==> config.mk <==
export PLATFORM = sky130hd
export DESIGN_NAME = spf_top
export DESIGN_NICKNAME = d
export VERILOG_FILES = /design/src/verilog/spf_pkg.sv /design/src/verilog/spf_baud.sv /design/src/verilog/spf_shift.sv /design/src/verilog/spf_top.sv
export SDC_FILE = /design/constraint.sdc
export NUM_CORES = 1
export LEC_CHECK = 0
export ABC_AREA = 1
export BUFFER_PORTS_ARGS = -buffer_cell sky130_fd_sc_hd__buf_2
export CAP_MARGIN = 40
export CORE_ASPECT_RATIO = 1.2
export CORE_UTILIZATION = 33
export DETAILED_ROUTE_END_ITERATION = 7
export PLACE_DENSITY_LB_ADDON = 0.3
export SLEW_MARGIN = 10
export SYNTH_ARGS = -nofsm -noshare
export SYNTH_HDL_FRONTEND = slang
export SYNTH_HIERARCHICAL = 1
export SYNTH_SLANG_ARGS = --single-unit
==> constraint.sdc <==
create_clock -name mclk_in -period 3.2 [get_ports mclk_in]
set_clock_uncertainty 0.1 [all_clocks]
set_input_delay 0.32 -clock mclk_in [delete_from_list [all_inputs] [get_ports mclk_in]]
set_output_delay 0.32 -clock mclk_in [all_outputs]
set_load 0.01 [all_outputs]
==> src/verilog/spf_pkg.sv <==
// Shared constants for the serial port: register map, bit positions, reset values and rates.
package spf_pkg;

    // Register offsets as seen on the register port.
    localparam logic [7:0] CTRL_OFS   = 8'h10;  // Port control register.
    localparam logic [7:0] STAT_OFS   = 8'h11;  // Port status and control register.
    localparam logic [7:0] DATA_OFS   = 8'h12;  // Serial data buffer.

    // Field positions in the port control register.
    localparam int CTRL_RIE_BIT  = 7;  // Receive-full request enable.
    localparam int CTRL_MSTR_BIT = 5;  // Master select bit.
    localparam int CTRL_CLOCK_POLARITY_SELECT_BIT = 4;  // Clock polarity select.
    localparam int CTRL_CLOCK_PHASE_SELECT_BIT = 3;  // Clock phase select.
    localparam int CTRL_SPE_BIT  = 1;  // Port enable bit.

    // Field positions in the port status and control register.
    localparam int STAT_RXF_BIT  = 7;  // Receive full flag, read only.
    localparam int STAT_ERROR_INTERRUPT_ENABLE_BIT = 6; // Error request enable.
    localparam int STAT_OVR_BIT  = 5;  // Overflow flag, read only.
    localparam int STAT_MODE_FAULT_FLAG_BIT = 4;  // Mode fault flag, read only.
    localparam int STAT_TXE_BIT  = 3;  // Transmitter empty flag, read only.
    localparam int STAT_MFEN_BIT = 2;  // Mode fault enable.
    localparam int STAT_DIV_LSB  = 0;  // Low bit of the two-bit rate divider field.

    // Reset values of the writable control fields.
    localparam logic [7:0] CTRL_RESET = 8'h08;  // Phase select 1, everything else clear.
    localparam logic [3:0] STAT_RESET = 4'h0;   // Error enable, fault enable and divider clear.

    // Half bit periods in bus cycles for the divide ratios 2, 8, 32 and 128.
    localparam logic [6:0] HALF_DIV2   = 7'h01;
    localparam logic [6:0] HALF_DIV8   = 7'h04;
    localparam logic [6:0] HALF_DIV32  = 7'h10;
    localparam logic [6:0] HALF_DIVIDE_BY_128 = 7'h40;

    // Edges in one byte and the number of bits in a byte.
    localparam logic [4:0] EDGES_PER_BYTE = 5'h10;
    localparam logic [3:0] BITS_PER_BYTE  = 4'h8;

endpackage : spf_pkg

==> src/verilog/spf_baud.sv <==
// Free-running rate divider that gives one pulse every half bit period.
`timescale 1ns/1ps
module spf_baud (
    input  wire logic       clk_in,        // Bus clock.
    input  wire logic       rst_n_in,      // Synchronised reset, active low.
    input  wire logic       en_in,         // Runs only while enabled as master.
    input  wire logic [1:0] sel_in,        // Rate divider field.
    output logic            half_tick_out  // One-cycle pulse per half bit period.
);

    logic [6:0] cnt_q;   // Cycles counted in the current half period.
    logic [6:0] half;    // Length of a half period for the chosen rate.

    // Half period lookup from the divider field.
    always_comb begin
        case (sel_in)
            2'd0:    half = spf_pkg::HALF_DIV2;
            2'd1:    half = spf_pkg::HALF_DIV8;
            2'd2:    half = spf_pkg::HALF_DIV32;
            default: half = spf_pkg::HALF_DIVIDE_BY_128;
        endcase
    end

    // The counter runs freely, so a write lands anywhere within the period.
    always_ff @(posedge clk_in or negedge rst_n_in) begin
        if (!rst_n_in) begin
            cnt_q         <= 7'h00;
            half_tick_out <= 1'b0;
        end else if (!en_in) begin
            cnt_q         <= 7'h00;  // Stopped to save power when not a live master.
            half_tick_out <= 1'b0;
        end else if (cnt_q >= half - 7'h01) begin
            cnt_q         <= 7'h00;
            half_tick_out <= 1'b1;
        end else begin
            cnt_q         <= cnt_q + 7'h01;
            half_tick_out <= 1'b0;
        end
    end

endmodule : spf_baud

==> src/verilog/spf_shift.sv <==
// Eight-bit shift engine shared by the master and slave roles.
`timescale 1ns/1ps
module spf_shift (
    input  wire logic       clk_in,      // Bus clock.
    input  wire logic       rst_n_in,    // Synchronised reset, active low.
    input  wire logic       abort_in,    // Clears the engine and its counters.
    input  wire logic       load_in,     // Loads a new byte to send.
    input  wire logic [7:0] load_data_in,// Byte to send.
    input  wire logic       lead_in,     // Leading serial clock edge.
    input  wire logic       trail_in,    // Trailing serial clock edge.
    input  wire logic       clock_phase_select_in,     // Clock phase select.
    input  wire logic       din_in,      // Serial input bit.
    output logic            dout_out,    // Serial output bit.
    output logic [7:0]      data_out,    // Shift register contents.
    output logic            first_out,   // Pulse after the first capture of a byte.
    output logic            done_out,    // Pulse after the eighth capture.
    output logic            end_out      // Pulse after the eighth trailing edge.
);

    logic [3:0] scnt_q;   // Captures done in this byte.
    logic [3:0] tcnt_q;   // Trailing edges seen in this byte.
    logic       samp;     // Capture edge for the chosen phase.
    logic       drive;    // Output change edge for the chosen phase.
    logic       last_t;   // This trailing edge closes the byte.

    assign samp   = clock_phase_select_in ? trail_in : lead_in;
    assign drive  = clock_phase_select_in ? lead_in : trail_in;
    assign last_t = trail_in && (tcnt_q == spf_pkg::BITS_PER_BYTE - 4'h1);

    // Shift register: most significant bit first, in and out together.
    always_ff @(posedge clk_in or negedge rst_n_in) begin
        if (!rst_n_in) begin
            data_out <= 8'h00;
            dout_out <= 1'b0;
        end else if (abort_in) begin
            data_out <= 8'h00;
            dout_out <= 1'b0;
        end else if (load_in) begin
            data_out <= load_data_in;
            dout_out <= load_data_in[7];  // Phase 0 needs the first bit before any edge.
        end else begin
            if (samp) begin
                data_out <= {data_out[6:0], din_in};
            end
            if (drive) begin
                dout_out <= data_out[7];
            end
        end
    end

    // Capture and edge counters with their completion pulses.
    always_ff @(posedge clk_in or negedge rst_n_in) begin
        if (!rst_n_in) begin
            scnt_q    <= 4'h0;
            tcnt_q    <= 4'h0;
            first_out <= 1'b0;
            done_out  <= 1'b0;
            end_out   <= 1'b0;
        end else if (abort_in || load_in) begin
            scnt_q    <= 4'h0;
            tcnt_q    <= 4'h0;
            first_out <= 1'b0;
            done_out  <= 1'b0;
            end_out   <= 1'b0;
        end else begin
            first_out <= samp && (scnt_q == 4'h0);
            done_out  <= samp && (scnt_q == spf_pkg::BITS_PER_BYTE - 4'h1);
            end_out   <= last_t;
            if (last_t) begin
                scnt_q <= 4'h0;  // Ready for a following byte with no reload.
                tcnt_q <= 4'h0;
            end else begin
                scnt_q <= samp ? scnt_q + 4'h1 : scnt_q;
                tcnt_q <= trail_in ? tcnt_q + 4'h1 : tcnt_q;
            end
        end
    end

endmodule : spf_shift

==> src/verilog/spf_top.sv <==
// Byte-wide full-duplex serial port with master timing, overflow and mode fault handling.
`timescale 1ns/1ps
module spf_top (
    input  wire logic       mclk_in,     // Bus clock, 10 MHz.
    input  wire logic       rstn_in,     // System reset, active low.
    input  wire logic [7:0] addr_in,     // Register address.
    input  wire logic [7:0] wdata_in,    // Register write data.
    input  wire logic       wr_in,       // Write strobe.
    input  wire logic       rd_in,       // Read strobe.
    output logic [7:0]      rdata_out,   // Read data, valid the cycle after the strobe.
    input  wire logic       sck_in,      // Serial clock pin level.
    output logic            sck_out,     // Serial clock driven as master.
    output logic            sck_oe_out,  // Serial clock drive enable.
    input  wire logic       mosi_in,     // Master-out pin level.
    output logic            mosi_out,    // Master-out data.
    output logic            mosi_oe_out, // Master-out drive enable.
    input  wire logic       miso_in,     // Master-in pin level.
    output logic            miso_out,    // Slave-out data.
    output logic            miso_oe_out, // Slave-out drive enable.
    input  wire logic       ss_n_in,     // Slave select pin, active low.
    output logic            irq_out      // Shared receive and error request.
);

    // Reset release chain.
    logic       rst_meta_q;  // First stage of the reset release.
    logic       rst_n;       // Released reset used everywhere else.

    // Software visible state.
    logic [7:0] ctrl_q;      // Port control register.
    logic       error_interrupt_enable_q;     // Error request enable.
    logic       mfen_q;      // Mode fault enable.
    logic [1:0] div_q;       // Rate divider field.
    logic [7:0] txbuf_q;     // Byte waiting to be sent.
    logic [7:0] rxbuf_q;     // Last byte received while receive full was clear.
    logic       txe_q;       // Transmitter empty flag.
    logic       rxf_q;       // Receive full flag.
    logic       ovr_q;       // Overflow flag.
    logic       mode_fault_flag_q;      // Mode fault flag.
    logic       rxf_arm_q;   // Status read seen with receive full or overflow set.
    logic       mode_fault_flag_arm_q;  // Status read seen with a clean fault sequence.

    // Master sequencing.
    logic       run_q;       // Master transfer in progress.
    logic [4:0] mec_q;       // Master edges issued in this byte.
    logic       msck_q;      // Master serial clock level.
    logic       half_tick;   // Half bit pulse from the divider.

    // Slave tracking.
    logic       sck_prev_q;  // Serial clock level one cycle ago.
    logic       ss_prev_q;   // Select level one cycle ago.
    logic       sbusy_q;     // Slave transfer in progress.

    // Decoded and combined signals.
    logic       port_enable_bit, mstr, clock_polarity_select, clock_phase_select;     // Control fields.
    logic       m_live;                   // Enabled as master.
    logic       s_live;                   // Enabled as slave.
    logic       m_start;                  // Master begins a byte this cycle.
    logic       m_edge;                   // Master issues a clock edge this cycle.
    logic       m_lead;                   // That edge is a leading one.
    logic       s_lead, s_trail;          // Qualified slave edges.
    logic       lead, trail;              // Edges fed to the shift engine.
    logic       load;                     // Shift engine load.
    logic       abort;                    // Shift engine clear.
    logic       m_fault;                  // Master fault condition.
    logic       s_fault;                  // Slave fault condition.
    logic       fault_set;                // Fault flag sets this cycle.
    logic       wr_ctrl, wr_stat, wr_data;// Write decodes.
    logic       rd_stat, rd_data;         // Read decodes.
    logic       sh_first, sh_done, sh_end;// Shift engine pulses.
    logic       sh_dout;                  // Shift engine output bit.
    logic [7:0] sh_data;                  // Shift engine contents.

    // Detects a move of the serial clock from one level to the other.
    function automatic logic edge_to(input logic prev, input logic now, input logic level);
        edge_to = (prev != level) && (now == level);
    endfunction : edge_to

    // Reset asserts at once and is released after two clock edges.
    always_ff @(posedge mclk_in or negedge rstn_in) begin
        if (!rstn_in) begin
            rst_meta_q <= 1'b0;
            rst_n      <= 1'b0;
        end else begin
            rst_meta_q <= 1'b1;
            rst_n      <= rst_meta_q;
        end
    end

    // Field decodes and the live role.
    assign port_enable_bit    = ctrl_q[spf_pkg::CTRL_SPE_BIT];
    assign mstr   = ctrl_q[spf_pkg::CTRL_MSTR_BIT];
    assign clock_polarity_select   = ctrl_q[spf_pkg::CTRL_CLOCK_POLARITY_SELECT_BIT];
    assign clock_phase_select   = ctrl_q[spf_pkg::CTRL_CLOCK_PHASE_SELECT_BIT];
    assign m_live = port_enable_bit && mstr;
    assign s_live = port_enable_bit && !mstr;

    // Register port decodes.
    assign wr_ctrl = wr_in && (addr_in == spf_pkg::CTRL_OFS);
    assign wr_stat = wr_in && (addr_in == spf_pkg::STAT_OFS);
    assign wr_data = wr_in && (addr_in == spf_pkg::DATA_OFS);
    assign rd_stat = rd_in && (addr_in == spf_pkg::STAT_OFS);
    assign rd_data = rd_in && (addr_in == spf_pkg::DATA_OFS);

    // Fault conditions: select low on a master, select rising mid transfer on a slave.
    assign m_fault   = m_live && !ss_n_in;
    assign s_fault   = s_live && sbusy_q && ss_n_in;
    assign fault_set = mfen_q && (m_fault || s_fault);

    // The bit clock divider runs only for a live master.
    spf_baud u_baud (
        .clk_in       (mclk_in),
        .rst_n_in     (rst_n),
        .en_in        (m_live),
        .sel_in       (div_q),
        .half_tick_out(half_tick)
    );

    // A master starts on a half bit pulse once software has queued a byte.
    assign m_start = m_live && !txe_q && half_tick && !fault_set
                     && (!run_q || (mec_q == spf_pkg::EDGES_PER_BYTE));
    assign m_edge  = (m_start && clock_phase_select)
                     || (run_q && half_tick && (mec_q != spf_pkg::EDGES_PER_BYTE) && !m_start);
    assign m_lead  = m_start ? 1'b1 : !mec_q[0];

    // Slave edges only count while selected.
    assign s_lead  = s_live && !ss_n_in && edge_to(sck_prev_q, sck_in, !clock_polarity_select);
    assign s_trail = s_live && !ss_n_in && edge_to(sck_prev_q, sck_in, clock_polarity_select);

    // Engine inputs follow the live role.
    assign lead  = mstr ? (m_edge && m_lead) : s_lead;
    assign trail = mstr ? (m_edge && !m_lead) : s_trail;
    assign load  = m_start || (s_live && !sbusy_q && !txe_q);
    assign abort = !port_enable_bit || (m_fault && mfen_q);

    // Shared shift engine.
    spf_shift u_shift (
        .clk_in      (mclk_in),
        .rst_n_in    (rst_n),
        .abort_in    (abort),
        .load_in     (load),
        .load_data_in(txbuf_q),
        .lead_in     (lead),
        .trail_in    (trail),
        .clock_phase_select_in     (clock_phase_select),
        .din_in      (mstr ? miso_in : mosi_in),
        .dout_out    (sh_dout),
        .data_out    (sh_data),
        .first_out   (sh_first),
        .done_out    (sh_done),
        .end_out     (sh_end)
    );

    // Port control register; a master fault drops only the enable bit.
    always_ff @(posedge mclk_in or negedge rst_n) begin
        if (!rst_n) begin
            ctrl_q <= spf_pkg::CTRL_RESET;
        end else if (mfen_q && m_fault) begin
            ctrl_q[spf_pkg::CTRL_SPE_BIT] <= 1'b0;
        end else if (wr_ctrl) begin
            ctrl_q <= wdata_in;
        end
    end

    // Writable fields of the status and control register.
    always_ff @(posedge mclk_in or negedge rst_n) begin
        if (!rst_n) begin
            {error_interrupt_enable_q, mfen_q, div_q} <= spf_pkg::STAT_RESET;
        end else if (wr_stat) begin
            error_interrupt_enable_q <= wdata_in[spf_pkg::STAT_ERROR_INTERRUPT_ENABLE_BIT];
            mfen_q  <= wdata_in[spf_pkg::STAT_MFEN_BIT];
            div_q   <= wdata_in[spf_pkg::STAT_DIV_LSB +: 2];
        end
    end

    // Transmit buffer and its empty flag.
    always_ff @(posedge mclk_in or negedge rst_n) begin
        if (!rst_n) begin
            txbuf_q <= 8'h00;
            txe_q   <= 1'b1;
        end else begin
            if (wr_data) begin
                txbuf_q <= wdata_in;
            end
            if (!port_enable_bit || load || (mfen_q && m_fault)) begin
                txe_q <= 1'b1;
            end else if (wr_data) begin
                txe_q <= 1'b0;
            end
        end
    end

    // Master sequencer: one half period idle or one edge per half tick, sixteen edges a byte.
    always_ff @(posedge mclk_in or negedge rst_n) begin
        if (!rst_n) begin
            run_q  <= 1'b0;
            mec_q  <= 5'h00;
            msck_q <= 1'b0;
        end else if (!m_live || abort) begin
            run_q  <= 1'b0;
            mec_q  <= 5'h00;
            msck_q <= clock_polarity_select;
        end else if (m_start) begin
            run_q  <= 1'b1;
            mec_q  <= clock_phase_select ? 5'h01 : 5'h00;
            msck_q <= clock_phase_select ? !clock_polarity_select : clock_polarity_select;
        end else if (run_q && half_tick) begin
            if (mec_q == spf_pkg::EDGES_PER_BYTE) begin
                run_q  <= 1'b0;
                msck_q <= clock_polarity_select;
            end else begin
                mec_q  <= mec_q + 5'h01;
                msck_q <= !msck_q;
            end
        end
    end

    // Slave transfer window used for fault detection.
    always_ff @(posedge mclk_in or negedge rst_n) begin
        if (!rst_n) begin
            sck_prev_q <= 1'b0;
            ss_prev_q  <= 1'b1;
            sbusy_q    <= 1'b0;
        end else begin
            sck_prev_q <= sck_in;
            ss_prev_q  <= ss_n_in;
            if (!s_live || ss_n_in) begin
                sbusy_q <= 1'b0;
            end else if (!clock_phase_select && ss_prev_q) begin
                sbusy_q <= 1'b1;
            end else if (clock_phase_select && s_lead) begin
                sbusy_q <= 1'b1;
            end else if (sh_end) begin
                sbusy_q <= 1'b0;
            end
        end
    end

    // Receive buffer, receive full and overflow.
    always_ff @(posedge mclk_in or negedge rst_n) begin
        if (!rst_n) begin
            rxbuf_q   <= 8'h00;
            rxf_q     <= 1'b0;
            ovr_q     <= 1'b0;
            rxf_arm_q <= 1'b0;
        end else begin
            if (sh_done && !rxf_q) begin
                rxbuf_q <= sh_data;
            end
            if (rd_stat) begin
                rxf_arm_q <= rxf_q || ovr_q;
            end else if (rd_data) begin
                rxf_arm_q <= 1'b0;
            end
            if (sh_done) begin
                rxf_q <= 1'b1;  // Set wins over a clear in the same cycle.
            end else if (rd_data && rxf_arm_q) begin
                rxf_q <= 1'b0;
            end
            if (sh_first && rxf_q) begin
                ovr_q <= 1'b1;
            end else if (rd_data && rxf_arm_q) begin
                ovr_q <= 1'b0;
            end
        end
    end

    // Mode fault flag and its two-step clear.
    always_ff @(posedge mclk_in or negedge rst_n) begin
        if (!rst_n) begin
            mode_fault_flag_q     <= 1'b0;
            mode_fault_flag_arm_q <= 1'b0;
        end else begin
            if (fault_set) begin
                mode_fault_flag_q     <= 1'b1;
                mode_fault_flag_arm_q <= 1'b0;
            end else if (rd_stat) begin
                mode_fault_flag_arm_q <= mode_fault_flag_q;
            end else if (wr_ctrl && mode_fault_flag_arm_q) begin
                mode_fault_flag_q     <= 1'b0;
                mode_fault_flag_arm_q <= 1'b0;
            end
        end
    end

    // Shared request line for receive, overflow and fault.
    always_ff @(posedge mclk_in or negedge rst_n) begin
        if (!rst_n) begin
            irq_out <= 1'b0;
        end else begin
            irq_out <= (rxf_q && port_enable_bit && ctrl_q[spf_pkg::CTRL_RIE_BIT])
                       || (error_interrupt_enable_q && (ovr_q || mode_fault_flag_q));
        end
    end

    // Pin drivers; a dead port hands every pin back to the shared port.
    always_ff @(posedge mclk_in or negedge rst_n) begin
        if (!rst_n) begin
            sck_out     <= 1'b0;
            sck_oe_out  <= 1'b0;
            mosi_out    <= 1'b0;
            mosi_oe_out <= 1'b0;
            miso_out    <= 1'b0;
            miso_oe_out <= 1'b0;
        end else begin
            sck_out     <= run_q ? msck_q : clock_polarity_select;
            sck_oe_out  <= m_live && !fault_set;
            mosi_out    <= sh_dout;
            mosi_oe_out <= m_live && !fault_set;
            miso_out    <= sh_dout;
            miso_oe_out <= s_live && !ss_n_in;
        end
    end

    // Registered read data, zero for unmapped addresses.
    always_ff @(posedge mclk_in or negedge rst_n) begin
        if (!rst_n) begin
            rdata_out <= 8'h00;
        end else if (rd_in) begin
            case (addr_in)
                spf_pkg::CTRL_OFS: rdata_out <= ctrl_q;
                spf_pkg::STAT_OFS: rdata_out <= {rxf_q, error_interrupt_enable_q, ovr_q, mode_fault_flag_q, txe_q, mfen_q, div_q};
                spf_pkg::DATA_OFS: rdata_out <= rxbuf_q;
                default:           rdata_out <= 8'h00;
            endcase
        end else begin
            rdata_out <= 8'h00;
        end
    end

endmodule : spf_top

# Word level (Yosys, flattened, before mapping)
# Index checks and enable logic that the tools add are counted.
op_classes:
  n_shift: 0
  n_bitwise: 1
  eq_ne: 15
  n_lt_le_gt_ge: 1
  muxes: 61
  n_reduce_logical: 91
  mul: 0
  div_mod_pow: 0
  add_sub_neg: 5
op_table:
  columns: ["op", "count"]
  rows:
  - ["$logic_and 1x1->1", 42]
  - ["$mux 1", 42]
  - ["$mux 8", 4]
  - ["$eq 8x5->1 const B", 3]
  - ["$mux 4", 6]
  - ["$pmux 8 s3", 1]
  - ["$pmux 7 s3", 1]
  - ["$reduce_bool 3->1", 7]
  - ["$mux 5", 4]
  - ["$logic_not 1->1", 16]
  - ["$mux 7", 2]
  - ["$logic_or 1x1->1", 13]
  - ["$reduce_bool 2->1", 6]
  - ["$add 4x1->4 const B", 2]
  - ["$eq 4x3->1 const B", 2]
  - ["$reduce_and 2->1", 4]
  - ["$add 7x1->7 const B", 1]
  - ["$ge 7x7->1", 1]
  - ["$sub 7x1->7 const B", 1]
  - ["$add 5x1->5 const B", 1]
  - ["$eq 5x5->1 const B", 1]
  - ["$ne 5x5->1 const B", 1]
  - ["$logic_not 4->1", 1]
  - ["$reduce_bool 4->1", 1]
  - ["other kinds (9)", 11]
word_totals:
  ff_bits: 87
  rom_bits: 0
  inputBits: 24
  latchBits: 0
  mem_bits_rw: 0
  word_cells: 210
  memories: 0

# Logic depth before layout (Yosys ltp)
# Gate-level depths: netlist of the first run.
depth:
  ltp_word: 18
  mapped_depth: 16

# By module
# Netlist of the first run, hierarchy kept.
modules_own_cells:
  columns: ["module", "cells_per_inst", "n_inst", "area_each_um2"]
  rows:
  - ["spf_top", 320, 1, 2865.2]
  - ["spf_shift", 136, 1, 1102.3]
  - ["spf_baud", 78, 1, 606.8]

# Worst setup path after synthesis of the first run
# No wires, ideal clock.
synth_path:
  path_kind: "register to register"
  start: "reg mec_q[0]"
  end: "reg u_shift.data_out[0]"
  stages_incl_launch_ff: 17
  setup_time_ps: 117
  n_path_buf: 1
  arrival_time_ps: 1810
  setup_slack_ps: 1173
  synth_period_minus_slack_ps: 2027
  cell_sequence: "dfrtp_1 > inv_1 > ha_1 > nand2_1 > inv_1 > nand2_1 > nand2_2 > nand3_2 > nand2_1 > nor2_1 > nand2_1 > nand2_1 > nand2_2 > nand3_4 > buf_12 > nand2_1 > o21ai_2"
synth_via:
  elab_chain_cells: 10
  elab_cells_between_ends: 21
synth_lines:
  columns: ["item", "line_no", "source"]
  rows:
  - ["start: declaration", "spf_top.sv:44", "logic [4:0] mec_q;"]
  - ["start signal: assignment", "spf_top.sv:204", "mec_q <= clock_phase_select ? 5'h01 : 5'h00;"]
  - ["start signal: assignment", "spf_top.sv:211", "mec_q <= mec_q + 5'h01;"]
  - ["$eq 5x5->1", "spf_top.sv:120", "&& (!run_q || (mec_q == spf_pkg::EDGES_PER_BYTE));"]
  - ["$logic_or 1x1->1", "spf_top.sv:120", null]
  - ["$logic_and 1x1->1", "spf_top.sv:120", null]
  - ["$logic_not 1->1", "spf_top.sv:122", "|| (run_q && half_tick && (mec_q != spf_pkg::EDGES_PER_BYTE) && !m_start);"]
  - ["$logic_and 1x1->1", "spf_top.sv:122", null]
  - ["$logic_or 1x1->1", "spf_top.sv:122", null]
  - ["$logic_and 1x1->1 *", "spf_top.sv:131", "assign trail = mstr ? (m_edge && !m_lead) : s_trail;"]
  - ["$mux 1 *", "spf_top.sv:131", null]
  - ["via trail", "spf_top.sv:61", "logic lead, trail;"]
  - ["$mux 1 *", "spf_shift.sv:26", "assign samp = clock_phase_select_in ? trail_in : lead_in;"]
  - ["$reduce_bool 3->1 (no line) *", null, null]
  - ["end signal: assignment", "spf_shift.sv:39", "data_out <= load_data_in;"]
  - ["end signal: assignment", "spf_shift.sv:43", "data_out <= {data_out[6:0], din_in};"]
  - ["end: declaration", "spf_shift.sv:14", "output logic [7:0] data_out,"]
# Mark *: on every way through the listed nets, which the timed path passes. The rest lies on a longest branch.
# A chain may end at the register's enable or synchronous reset.

# Worst setup path after layout of the first run
layout_path:
  start: "reg ctrl_q[1]"
  end: "reg u_shift.first_out"
layout_via:
  elab_chain_cells: 16
  elab_cells_between_ends: 35
layout_lines:
  columns: ["item", "line_no", "source"]
  rows:
  - ["start: declaration", "spf_top.sv:29", "logic [7:0] ctrl_q;"]
  - ["start signal: assignment", "spf_top.sv:156", "ctrl_q <= spf_pkg::CTRL_RESET;"]
  - ["start signal: assignment", "spf_top.sv:160", "ctrl_q <= wdata_in;"]
  - ["$logic_and 1x1->1", "spf_top.sv:95", "assign s_live = port_enable_bit && !mstr;"]
  - ["$logic_and 1x1->1 (2 in a row)", "spf_top.sv:106", "assign s_fault = s_live && sbusy_q && ss_n_in;"]
  - ["$logic_or 1x1->1", "spf_top.sv:107", "assign fault_set = mfen_q && (m_fault || s_fault);"]
  - ["$logic_and 1x1->1", "spf_top.sv:107", null]
  - ["$logic_not 1->1", "spf_top.sv:119", "assign m_start = m_live && !txe_q && half_tick && !fault_set"]
  - ["$logic_and 1x1->1", "spf_top.sv:119", null]
  - ["$logic_and 1x1->1", "spf_top.sv:120", null]
  - ["$logic_not 1->1", "spf_top.sv:122", null]
  - ["$logic_and 1x1->1", "spf_top.sv:122", null]
  - ["$logic_or 1x1->1", "spf_top.sv:122", null]
  - ["$logic_and 1x1->1", "spf_top.sv:131", null]
  - ["$mux 1 *", "spf_top.sv:131", null]
  - ["via trail", "spf_top.sv:61", null]
  - ["$mux 1 *", "spf_shift.sv:26", null]
  - ["$logic_and 1x1->1 *", "spf_shift.sv:66", "first_out <= samp && (scnt_q == 4'h0);"]
  - ["$mux 1 *", "spf_shift.sv:59", "end else if (abort_in || load_in) begin"]
  - ["end signal: assignment", "spf_shift.sv:66", null]
  - ["end: declaration", "spf_shift.sv:15", "output logic first_out,"]
# Marks and branches as above.

==> results of run 1 <==
flip-flops by register name, indices dropped and copies added, names as in the netlist, 2 cells and up:
name              count
u_shift/data_out      8
mec_q                 5
u_shift/scnt_q        4
u_baud/cnt_q          7
txbuf_q               8
rdata_out             8
u_shift/tcnt_q        4
rxbuf_q               8
div_q                 2
ctrl_q                8
layer usage:
metal  wire, µm  vias up  global-route usage, %
met3        310       15                   2.58
li1           -     1803                      -
met2       5090       68                   27.1
met1       4330     1672                   18.0
met5          0        -                      0
met4        197        0                   6.90
synthesized netlist by cell type (all sizes together):
master	instances
nand2	163
dfrtp	84
inv	71
nand3	52
o21ai	49
nor2	43
ha	12
a21oi	11
nand4	10
buf	8
mux2	8
nor3	6
dfstp	3
conb	2
o31ai	2
xor2	2
a21o	1
a31o	1
clkinv	1
o2111ai	1
o21a	1
o21bai	1
o22ai	1
or2	1
final cells by class:
type	count	area share, %
clock buffer	11	4.60
clock inverter	5	1.99
inverter	72	5.12
multi-input combinational	367	38.7
sequential	87	41.4
tap	168	3.98
timing repair buffer	42	4.22
cells by family after synthesis:
logic type               after synthesis
AND/OR/NAND/NOR                      275
flip-flops                            87
buffers and inverters                 80
AO/OA/AOI/OAI                         68
adder cells (fa/ha/maj)               12
multiplexers                           8
other                                  2
XOR/XNOR                               2
worst paths after layout:
check	slack, ns	endpoint
min in group asynchronous	0.18	rst_n$_DFF_PN0_
setup reg to reg	0.76	u_shift/first_out$_DFF_PN0_
setup / recovery	0.76	u_shift/first_out$_DFF_PN0_
hold / removal	0.01	ss_prev_q$_DFF_PN1_
hold reg to reg	0.25	rst_n$_DFF_PN0_
max in group asynchronous	2.00	u_baud/cnt_q[5]$_DFF_PN0_
through the flow:
step	util (%)	instance area, µm²	hold WS, ns	instances	setup slack, ns
after floorplan	-	4570	-0.0756	534	0.503
after global placement	36.8	4920	0.00630	735	0.800
after detailed placement	36.8	4920	0.00545	735	0.753
after CTS	39.5	5280	0.0110	752	0.788
after global routing	39.5	5280	0.0194	752	0.504
final	39.5	5280	0.0148	752	0.765
power by group through the flow:
| stage | Clock, W | Combinational [W] | Sequential (W) |
|---|---|---|---|
| after detailed placement | 0 | 0.000410 | 0.00136 |
| after global routing | 0.00127 | 0.000466 | 0.00136 |
| after floorplan | 0 | 0.000320 | 0.00133 |
| final | 0.00120 | 0.000409 | 0.00134 |
| after CTS | 0.00123 | 0.000411 | 0.00134 |
| after global placement | 0 | 0.000395 | 0.00136 |
repair_timing:
item                                   in CTS  in global routing
endpoints found under the hold margin       2                  0
hold buffers                                1                  0
gates resized for setup                     0                  0
cells in the final DEF (no fill, tap or decap), drive strengths merged:
master / netlist / final
nand2: 163 / 163
dfrtp: 84 / 84
inv: 71 / 71
nand3: 52 / 52
o21ai: 49 / 49
nor2: 43 / 43
buf: 8 / 41
ha: 12 / 12
a21oi: 11 / 11
clkbuf: 0 / 11
nand4: 10 / 10
mux2: 8 / 8
nor3: 6 / 6
bufinv: 0 / 3
dfstp: 3 / 3
xor2: 2 / 2
clkinvlp: 0 / 2
conb: 2 / 2
o31ai: 2 / 2
o22ai: 1 / 1
o2111ai: 1 / 1
o21a: 1 / 1
o21bai: 1 / 1
dlygate4sd3: 0 / 1
clkinv: 1 / 1
or2: 1 / 1
a31o: 1 / 1
a21o: 1 / 1
==> impl_results.md, run 1 <==
- Initial Utilization: 34.3%
- Final TNS setup: 0 ns
- Worst path depth: 10
- WL/cell: 13.2 µm
- Leak pwr: 2.64 nW
- Clock share of power: 40.8%
- Rel. slew slack: 47.9%
- Synth Area in XOR/XNOR: 0.383%
- PwrDens: 560 mW/mm²
- CP max stage cell: a21oi_2
- DR vias/cell: 4.73
- #FFs+latches synth: 87
- Switching Fraction: 26.9%
- Pre-antenna DRT Iters: 4
- Synth Net Count: 570
- Chip height: 131 µm
- Post-synthesis compound-gate area fraction: 10.1%
- Worst Path Arrival: 2.56 ns
- RSZ-0062 raised after global routing: false
- Yosys top cell area share: 46.0%
- Fill count: 1343
- Clock sink total: 87
- Simple-Gate Fraction of Synth Area: 28.7%
- CP max stage delay: 0.41 ns
- Combinational Power Share: 13.8%
- Share of cells above drive strength 1: 23.5%
- DIE WIDTH: 109 µm
- Reg2reg start: ctrl_q[1]$_DFFE_PN0P_
- CTS max path bufs: 2
- Post-DP HPWL: 7650 µm
- Largest net degree at the start of global routing: 61
- Max Cap Viol: 0
- Final setup viols: 0
- Largest family of logic cells by synthesized area: simple AND/OR/NAND/NOR gates
- Nets: 615
- Antenna Diode Count: 0
- Library cells used by synthesis: 40
- FP Rows: 46
- Final hold vios: 0
- GRT overflow: 0
- Vias in the first global route: 3431
- CP Capture Type: flop
- P_sw: 0.000794 W
- Initial DRC Count: 238
- Routability cong.: 0.868
- Hold path depth: 1
- Final Cycle Share: 76.1%
- Final Slew Violations: 0
- Storage element area: 0.00218 mm²
- Die area: 0.0143 mm²
- Pint: 0.00216 W
- CP max FO: 13
- PortBufs: 38
- Mux cell area share after synthesis: 1.97%
- First-pass GRT wire length: 16400 µm
- DR DRC count: 0
- Vias: 3558
- Worst Tran Pin Value: 0.781 ns
- Post-synthesis cell count: 534
- CTS Root Cell: clkbuf_16
- Outcome: completed
- CP Launch Point: ctrl_q[1]$_DFFE_PN0P_
- Crit path top cell by count: nand2_1
- Initial antenna violation count: 0
- Htree depth: 3
- Crit path required time: 3.33 ns
- CP Cell Sequence: nand2_1, a21oi_2, nand3_2, o21ai_1, nand2_1, nand2_1, nand2_2, nand2_2, inv_1, nor3_1
- Post-route antenna net violation count: 0
- Minimum clock period: 2.44 ns
- HP Start: ss_n_in
- Synth top area cells: dfrtp_1 46%, nand2_1 13%, inv_1 5.3%
- Peak VDD IR: 243 µV
- Design Power: 0.00295 W
- Synth Area in Adders: 3.28%
- Global Route Usage Sum: 15.3%
- Number of buffers and inverters on the critical path: 1
- Fmax: 411 MHz
- Setup Fix Bufs, Post-CTS: 0
- Kind of critical path: reg -> reg
- Sequential fraction of the synthesis area: 47.7%
- Mapped cell area: 0.00457 mm²
- WL final: 9930 µm
- Worst R2R Path Depth: 10
- Avg Inst Size Synth: 8.57 µm²
- Warnings from Yosys: 6
- Latest clock arrival within the worst-skew pair: 0.34 ns
- Worst Hold Class: in -> reg
- Core area: 0.0134 mm²
- Reg clk slew, reported paths: 0.06 ns
- IO Pins: 39
- Multi-input logic area: 0.00204 mm²
- Cell taking the most area after synthesis: dfrtp_1
- CP top delay family: simple AND/OR/NAND/NOR gates
- Syn-to-layout area delta: 15.3%
- CP Launch Type: flop
- CTS tree: built
- Seq pwr share: 45.4%
- CTS Buf Count: 9
No activity file was read; power rests on OpenSTA's default activity.
==> run 2, diff against run 1 <==
==> constraint.sdc (replaced) <==
create_clock -name mclk_in -period 2.3 [get_ports mclk_in]
set_clock_uncertainty 0.1 [all_clocks]
set_input_delay 0.23 -clock mclk_in [delete_from_list [all_inputs] [get_ports mclk_in]]
set_output_delay 0.23 -clock mclk_in [all_outputs]
set_load 0.01 [all_outputs]
==> run 2 against run 1 <==
Utilization is 0.37 points higher. Combinational power is 48% higher. Fmax is 16% higher. Power is 32% higher. Via count is 1.1% higher. First-iteration DRC count is 22% lower. Global-route usage is 0.26 points higher. Critical path type unchanged. Wire length is 0.52% higher. Clock power is 20% higher.
==> impl_results.md, run 2 (synthesized netlist as in run 1, its figures left out) <==
- Core area: 0.0134 mm² (unchanged)
- Seq pwr share: 47.4% (+2.0 points)
- FP Rows: 46 (unchanged)
- Pint: 0.00280 W (+30%)
- DR DRC count: 0 (unchanged)
- Vias: 3596 (+1.1%)
- CP Launch Type: flop
- Fmax: 477 MHz (+16%)
- Pre-antenna DRT Iters: 4 (unchanged)
- Finished Cell Area: 0.00532 mm² (+0.93%)
- Leak pwr: 2.67 nW (+1.0%)
- Chip height: 131 µm (unchanged)
- Design Power: 0.00389 W (+32%)
- PwrDens: 731 mW/mm² (+31%)
- Largest net degree at the start of global routing: 86 (+41%)
- Setup Fix Bufs, Post-CTS: 0 (unchanged)
- Crit path required time: 2.43 ns (-0.90 ns)
- Placement Setup Slack: 0.0720 ns (-0.681 ns)
- Share of cells above drive strength 1: 24.7% (+1.2 points)
- Worst Hold Class: in -> reg
- Final TNS setup: 0 ns (unchanged)
- PortBufs: 38 (unchanged)
- Combinational Power Share: 15.6% (+1.8 points)
- DR vias/cell: 4.73 (about the same)
- Die area: 0.0143 mm² (unchanged)
- Syn-to-layout area delta: 16.4%
- Initial DRC Count: 185 (-22%)
- Post-route antenna net violation count: 0 (unchanged)
- First-pass GRT wire length: 17100 µm (+4.0%)
- Rel. slew slack: 60.3% (+12 points)
- Worst Tran Pin Value: 0.590 ns (-0.191 ns)
- Commonest non-fill, non-tap cell in the layout: nand2_1
- Global Route Usage Sum: 15.6% (+0.26 points)
- Max Cap Viol: 0 (unchanged)
- Routability cong.: 0.876 (+0.92%)
- RSZ-0062 raised after global routing: false
- Final Instance Count excl. Fillers: 760 (+1.1%)
- Placed Area: 0.00497 mm² (+1.2%)
- Setup WS post-layout: 0.205 ns (-0.560 ns)
- Latest clock arrival within the worst-skew pair: 0.34 ns (about the same)
- Minimum clock period: 2.09 ns (-0.340 ns)
- Worst R2R Path Depth: 15 (+5)
- Final setup viols: 0 (unchanged)
- WL/cell: 13.1 µm (-0.53%)
- CP max FO: 15 (+2)
- Final Slew Violations: 0 (unchanged)
- Reg clk slew, reported paths: 0.06 ns (about the same)
- P_sw: 0.00109 W (+38%)
- Outcome: completed
- Most frequent cells in the layout: 151 x nand2_1, 83 x dfrtp_1, 65 x inv_1
- Final hold vios: 0 (unchanged)
- Met1 Resource Use GR: 18.8% (+0.72 points)
- IO Pins: 39 (unchanged)
- DIE WIDTH: 109 µm (unchanged)
- CP Capture Type: flop
- Htree depth: 3 (unchanged)
- WL final: 9980 µm (+0.52%)
- Kind of critical path: reg -> reg
- Placed Cells: 741 (+0.82%)
- Switching Fraction: 28.1% (+1.2 points)
- Met2 Use GR: 27.1% (unchanged)
- Final Cycle Share: 91.1% (+15 points)
- Worst Path Arrival: 2.22 ns (-0.34 ns)
- Hold path depth: 3 (+2)
- Initial Utilization: 34.3% (unchanged)
- Clock share of power: 37.0% (-3.8 points)
- Global route hottest layer: met2
- Initial antenna violation count: 0 (unchanged)
- CTS max path bufs: 2 (unchanged)
- Post-DP HPWL: 7410 µm (-3.1%)
- Vias in the first global route: 3631 (+5.8%)
- GR Util met3: 2.98% (+0.40 points)
- Clock sink total: 87 (unchanged)
- Peak VDD IR: 287 µV (+18%)
- Antenna Diode Count: 0 (unchanged)
- CTS Buf Count: 9 (unchanged)
- GRT overflow: 0 (unchanged)
- Nets: 623 (+1.3%)
- CTS Root Cell: clkbuf_16
- CTS tree: built
[run 2: changes by cell type in the layout (fill, tap and decap cells not counted), sizes merged]
cell / change
dlygate4sd3: +2
buf: +6
clkinvlp: -1
clkinv: +1
bufinv: -2
clkbuf: +2
[run 2: what timing repair did]
item	4_1_cts	5_1_grt
hold buffers	3	0
setup endpoints to repair	0	19
endpoints found under the hold margin	4	0
resized for setup	0	7
[run 2: worst paths after layout]
check | from | to | slack (ns)
setup reg to reg | mec_q[1]$_DFFE_PN0P_ | u_shift/data_out[3]$_DFFE_PN0P_ | 0.21
setup / recovery | mec_q[1]$_DFFE_PN0P_ | u_shift/data_out[3]$_DFFE_PN0P_ | 0.21
max in group asynchronous | rst_n$_DFF_PN0_ | ss_prev_q$_DFF_PN1_ | 1.46
hold reg to reg | rst_n$_DFF_PN0_ | ctrl_q[7]$_DFFE_PN0P_ | 0.22
hold / removal | wdata_in[3] | ctrl_q[3]$_DFFE_PN1P_ | 0.04
min in group asynchronous | rstn_in | rst_n$_DFF_PN0_ | 0.10
[run 2: power by group through the flow]
stage	Combinational [W]	Clock, W	Sequential [W]
6_report	0.000605	0.00144	0.00185
5_1_grt	0.000703	0.00153	0.00187
4_1_cts	0.000610	0.00147	0.00184
3_5_place_dp	0.000602	0	0.00187
3_3_place_gp	0.000587	0	0.00186
2_1_floorplan	0.000445	0	0.00185
[run 2: per-layer routing]
metal | vias to the layer above | routed length, µm
li1 | 1822 | -
met1 | 1706 | 4440
met2 | 52 | 5000
met3 | 16 | 302
met4 | 0 | 233
met5 | - | 0
[run 2: worst max-delay path: stages (launching register included)]
cell and delay (ns):
dfrtp_1 0.38, inv_1 0.10, ha_1 0.16, nand2_1 0.05
inv_1 0.06, nand2_2 0.08, nand2_4 0.10, nand3_4 0.10
nand2_1 0.10, nor2_1 0.05, nand2_1 0.08, nand2_2 0.07
nand2_2 0.13, nand3_4 0.21, nand3_1 0.15, o21ai_2 0.06
[run 2: layout make-up]
class / instances / area [µm²]
Sequential cell: 87 / 2180
Timing Repair Buffer: 50 / 300
Clock buffer: 13 / 250
Clock inverter: 3 / 42.5
Fill cell: 1345 / 8030
Multi-Input combinational cell: 367 / 2070
Tap cell: 168 / 210
Inverter: 72 / 270
[run 2: stage by stage]
stage,hold slack (ns),utilization [%]
after global placement,-0.0857,37.3
after detailed placement,-0.0838,37.3
after global routing,0.0576,39.9
after CTS,0.0450,39.7
final,0.0447,39.9
after floorplan,-0.166,-
==> run 3, diff against run 2 <==
--- a/config.mk
+++ b/config.mk
@@ -8,6 +8,8 @@
 export ABC_AREA = 1
 export BUFFER_PORTS_ARGS = -buffer_cell sky130_fd_sc_hd__buf_2
 export CAP_MARGIN = 40
+export CELL_PAD_IN_SITES_DETAIL_PLACEMENT = 1
+export CELL_PAD_IN_SITES_GLOBAL_PLACEMENT = 1
 export CORE_ASPECT_RATIO = 1.2
 export CORE_UTILIZATION = 33
 export DETAILED_ROUTE_END_ITERATION = 7
==> run 3 against run 2 <==
Sequential share of layout area down 0.43 points. Final area is 1.1% higher. Utilization up 0.42 points. Clock power fell by 4%. Register-to-register slack barely moved. Global-route usage rose by 2.3 points. Critical path depth rose by 1. Sequential power barely moved. Power is 0.56% lower. Worst hold slack got worse by 0.0051 ns. Fmax barely moved. First-iteration DRC count decreased by 21%. Critical endpoint is now u_shift/data_out[7]$_DFFE_PN0P_.
==> impl_results.md, run 3 (synthesized netlist as in run 1, its figures left out) <==
- Outcome: completed
- WL/cell: 15.1 µm (+15%)
- Final hold vios: 0 (unchanged)
- FP Rows: 46 (unchanged)
- PwrDens: 719 mW/mm² (-1.6%)
- Commonest non-fill, non-tap cell in the layout: nand2_1
- Clock sink total: 87 (unchanged)
- Minimum clock period: 2.09 ns (-0.00110 ns)
- Worst Tran Pin Value: 0.575 ns (-0.0148 ns)
- Pre-antenna DRT Iters: 4 (unchanged)
- Htree depth: 3 (unchanged)
- Placed Area: 0.00500 mm² (+0.45%)
- CP Launch Type: flop
- Reg clk slew, reported paths: 0.07 ns (about the same)
- Initial DRC Count: 146 (-21%)
- Worst Hold Class: in -> reg
- FF-to-FF setup slack: 0.21 ns (about the same)
- Core area: 0.0134 mm² (unchanged)
- Initial antenna violation count: 0 (unchanged)
- Latest clock arrival within the worst-skew pair: 0.34 ns (about the same)
- CTS tree: built
- Kind of critical path: reg -> reg
- Chip height: 131 µm (unchanged)
- Die area: 0.0143 mm² (unchanged)
- RSZ-0062 raised after global routing: true
- Final Slew Violations: 0 (unchanged)
- DR vias/cell: 4.90 (+3.5%)
- IO Pins: 39 (unchanged)
- Hold Path Sink: ctrl_q[3]$_DFFE_PN1P_
- GRT overflow: 0 (unchanged)
- Final Instance Count excl. Fillers: 766 (+0.79%)
- Syn-to-layout area delta: 17.6%
- DIE WIDTH: 109 µm (unchanged)
- Max Cap Viol: 0 (unchanged)
- CTS Buf Count: 9 (unchanged)
- Post-route antenna net violation count: 0 (unchanged)
- Routability cong.: 0.821 (-6.2%)
- CTS max path bufs: 2 (unchanged)
- Most frequent cells in the layout: 152 x nand2_1, 83 x dfrtp_1, 65 x inv_1
- Rel. slew slack: 61.3% (+0.99 points)
- Global Route Usage Sum: 17.8% (+2.3 points)
- Largest net degree at the start of global routing: 70 (-19%)
- CTS Root Cell: clkbuf_16
- DR DRC count: 0 (unchanged)
- Crit path required time: 2.48 ns (+0.05 ns)
- PortBufs: 38 (unchanged)
- Post-DP HPWL: 8670 µm (+17%)
- First-pass GRT wire length: 19400 µm (+13%)
- Design Power: 0.00387 W (-0.56%)
- Placement Setup Slack: -0.00651 ns (-0.0785 ns)
- Reg2reg start: mec_q[1]$_DFFE_PN0P_
- Vias: 3752 (+4.3%)
- WL final: 11600 µm (+16%)
- Hold path depth: 3 (unchanged)
- Fmax: 478 MHz (about the same)
- Worst Path Arrival: 2.28 ns (+0.06 ns)
- Nets: 629 (+0.96%)
- Setup WS post-layout: 0.206 ns (+0.00110 ns)
- CP Capture Type: flop
- Final Cycle Share: 91.0% (about the same)
- Placed Cells: 744 (+0.40%)
- Leak pwr: 2.70 nW (+1.1%)
- FF-to-FF End: u_shift/data_out[7]$_DFFE_PN0P_
- Worst R2R Path Depth: 16 (+1)
- Antenna Diode Count: 0 (unchanged)
- Peak VDD IR: 293 µV (+2.2%)
- Share of cells above drive strength 1: 26.1% (+1.4 points)
- Vias in the first global route: 3978 (+9.6%)
- Finished Cell Area: 0.00538 mm² (+1.1%)
- Final setup viols: 0 (unchanged)
- Hold Slack: 0.0396 ns (-0.00507 ns)
- Initial Utilization: 34.3% (unchanged)
- CP max FO: 8 (-7)
- HP Start: wdata_in[3]
[run 3: cell types whose count changed in the layout (fill, tap and decap cells not counted), moves of 3 or more]
cell        before  now
clkbuf_1         3    0
nand2_2          9    5
clkinvlp_4       1    4
buf_4            8   13
nand2_4          3    6
[run 3: how the worst max path moves through the flow]
stage / slack (ns) / endpoint / cells past startpoint / startpoint
2_1_floorplan: 0.27 / u_shift/data_out[0]$_DFFE_PN0P_ / 16 / mec_q[0]$_DFFE_PN0P_
6_report: 0.21 / u_shift/data_out[7]$_DFFE_PN0P_ / 16 / mec_q[1]$_DFFE_PN0P_
3_3_place_gp: 0.12 / u_shift/data_out[7]$_DFFE_PN0P_ / 15 / mec_q[1]$_DFFE_PN0P_
3_5_place_dp: -0.007 / u_shift/data_out[5]$_DFFE_PN0P_ / 15 / mec_q[1]$_DFFE_PN0P_
5_1_grt: -0.01 / u_shift/data_out[5]$_DFFE_PN0P_ / 16 / mec_q[1]$_DFFE_PN0P_
4_1_cts: 0.06 / u_shift/scnt_q[3]$_DFFE_PN0P_ / 15 / mec_q[1]$_DFFE_PN0P_
[run 3: final cells by class]
type,count,area (µm²)
multi-input combinational,368,2100
tap,168,210
sequential,87,2180
inverter,72,270
clock buffer,9,225
clock inverter,7,48.8
timing repair buffer,55,338
fill,1620,7970
[run 3: metrics by stage]
stage	util (%)	setup TNS, ns
global placement	37.4	0
CTS	39.9	0
global route	40.3	-0.0234
detailed placement	37.4	-0.00930
floorplan	-	0
finish	40.3	0
[run 3: timing repair]
action | 4_1_cts | 5_1_grt
endpoints found under the setup margin | 4 | 19
buffers inserted | 0 | 2
hold buffers | 3 | 0
gates cloned | 1 | 0
pin swaps | 1 | 2
gates resized for setup | 2 | 10
endpoints found under the hold margin | 4 | 0
[run 3: power by group]
| part | switching (W) | internal, W |
|---|---|---|
| Sequential | 0.000153 | 0.00170 |
| Clock | 0.000646 | 0.000732 |
| Combinational | 0.000396 | 0.000245 |
[run 3: layer usage]
layer / vias to the layer above / global-route usage (%) / routed length (µm)
met5: - / 0 / 0
met4: 0 / 7.14 / 253
met3: 17 / 2.93 / 223
met2: 42 / 32.6 / 6130
met1: 1850 / 20.6 / 4960
li1: 1843 / - / -
[run 3: worst max-delay path, cell delays in order, from the launching register on]
cell     delay [ns]
dfrtp_1        0.38
inv_1          0.10
ha_1           0.16
nand2_1        0.05
inv_1          0.06
nand2_1        0.09
nand2_4        0.11
nand3_4        0.10
nand2_1        0.11
nor2_1         0.05
nand2_1        0.11
nand2_4        0.09
nand2_4        0.14
nand3_4        0.14
inv_1          0.11
nand2_1        0.06
nand2_1        0.06
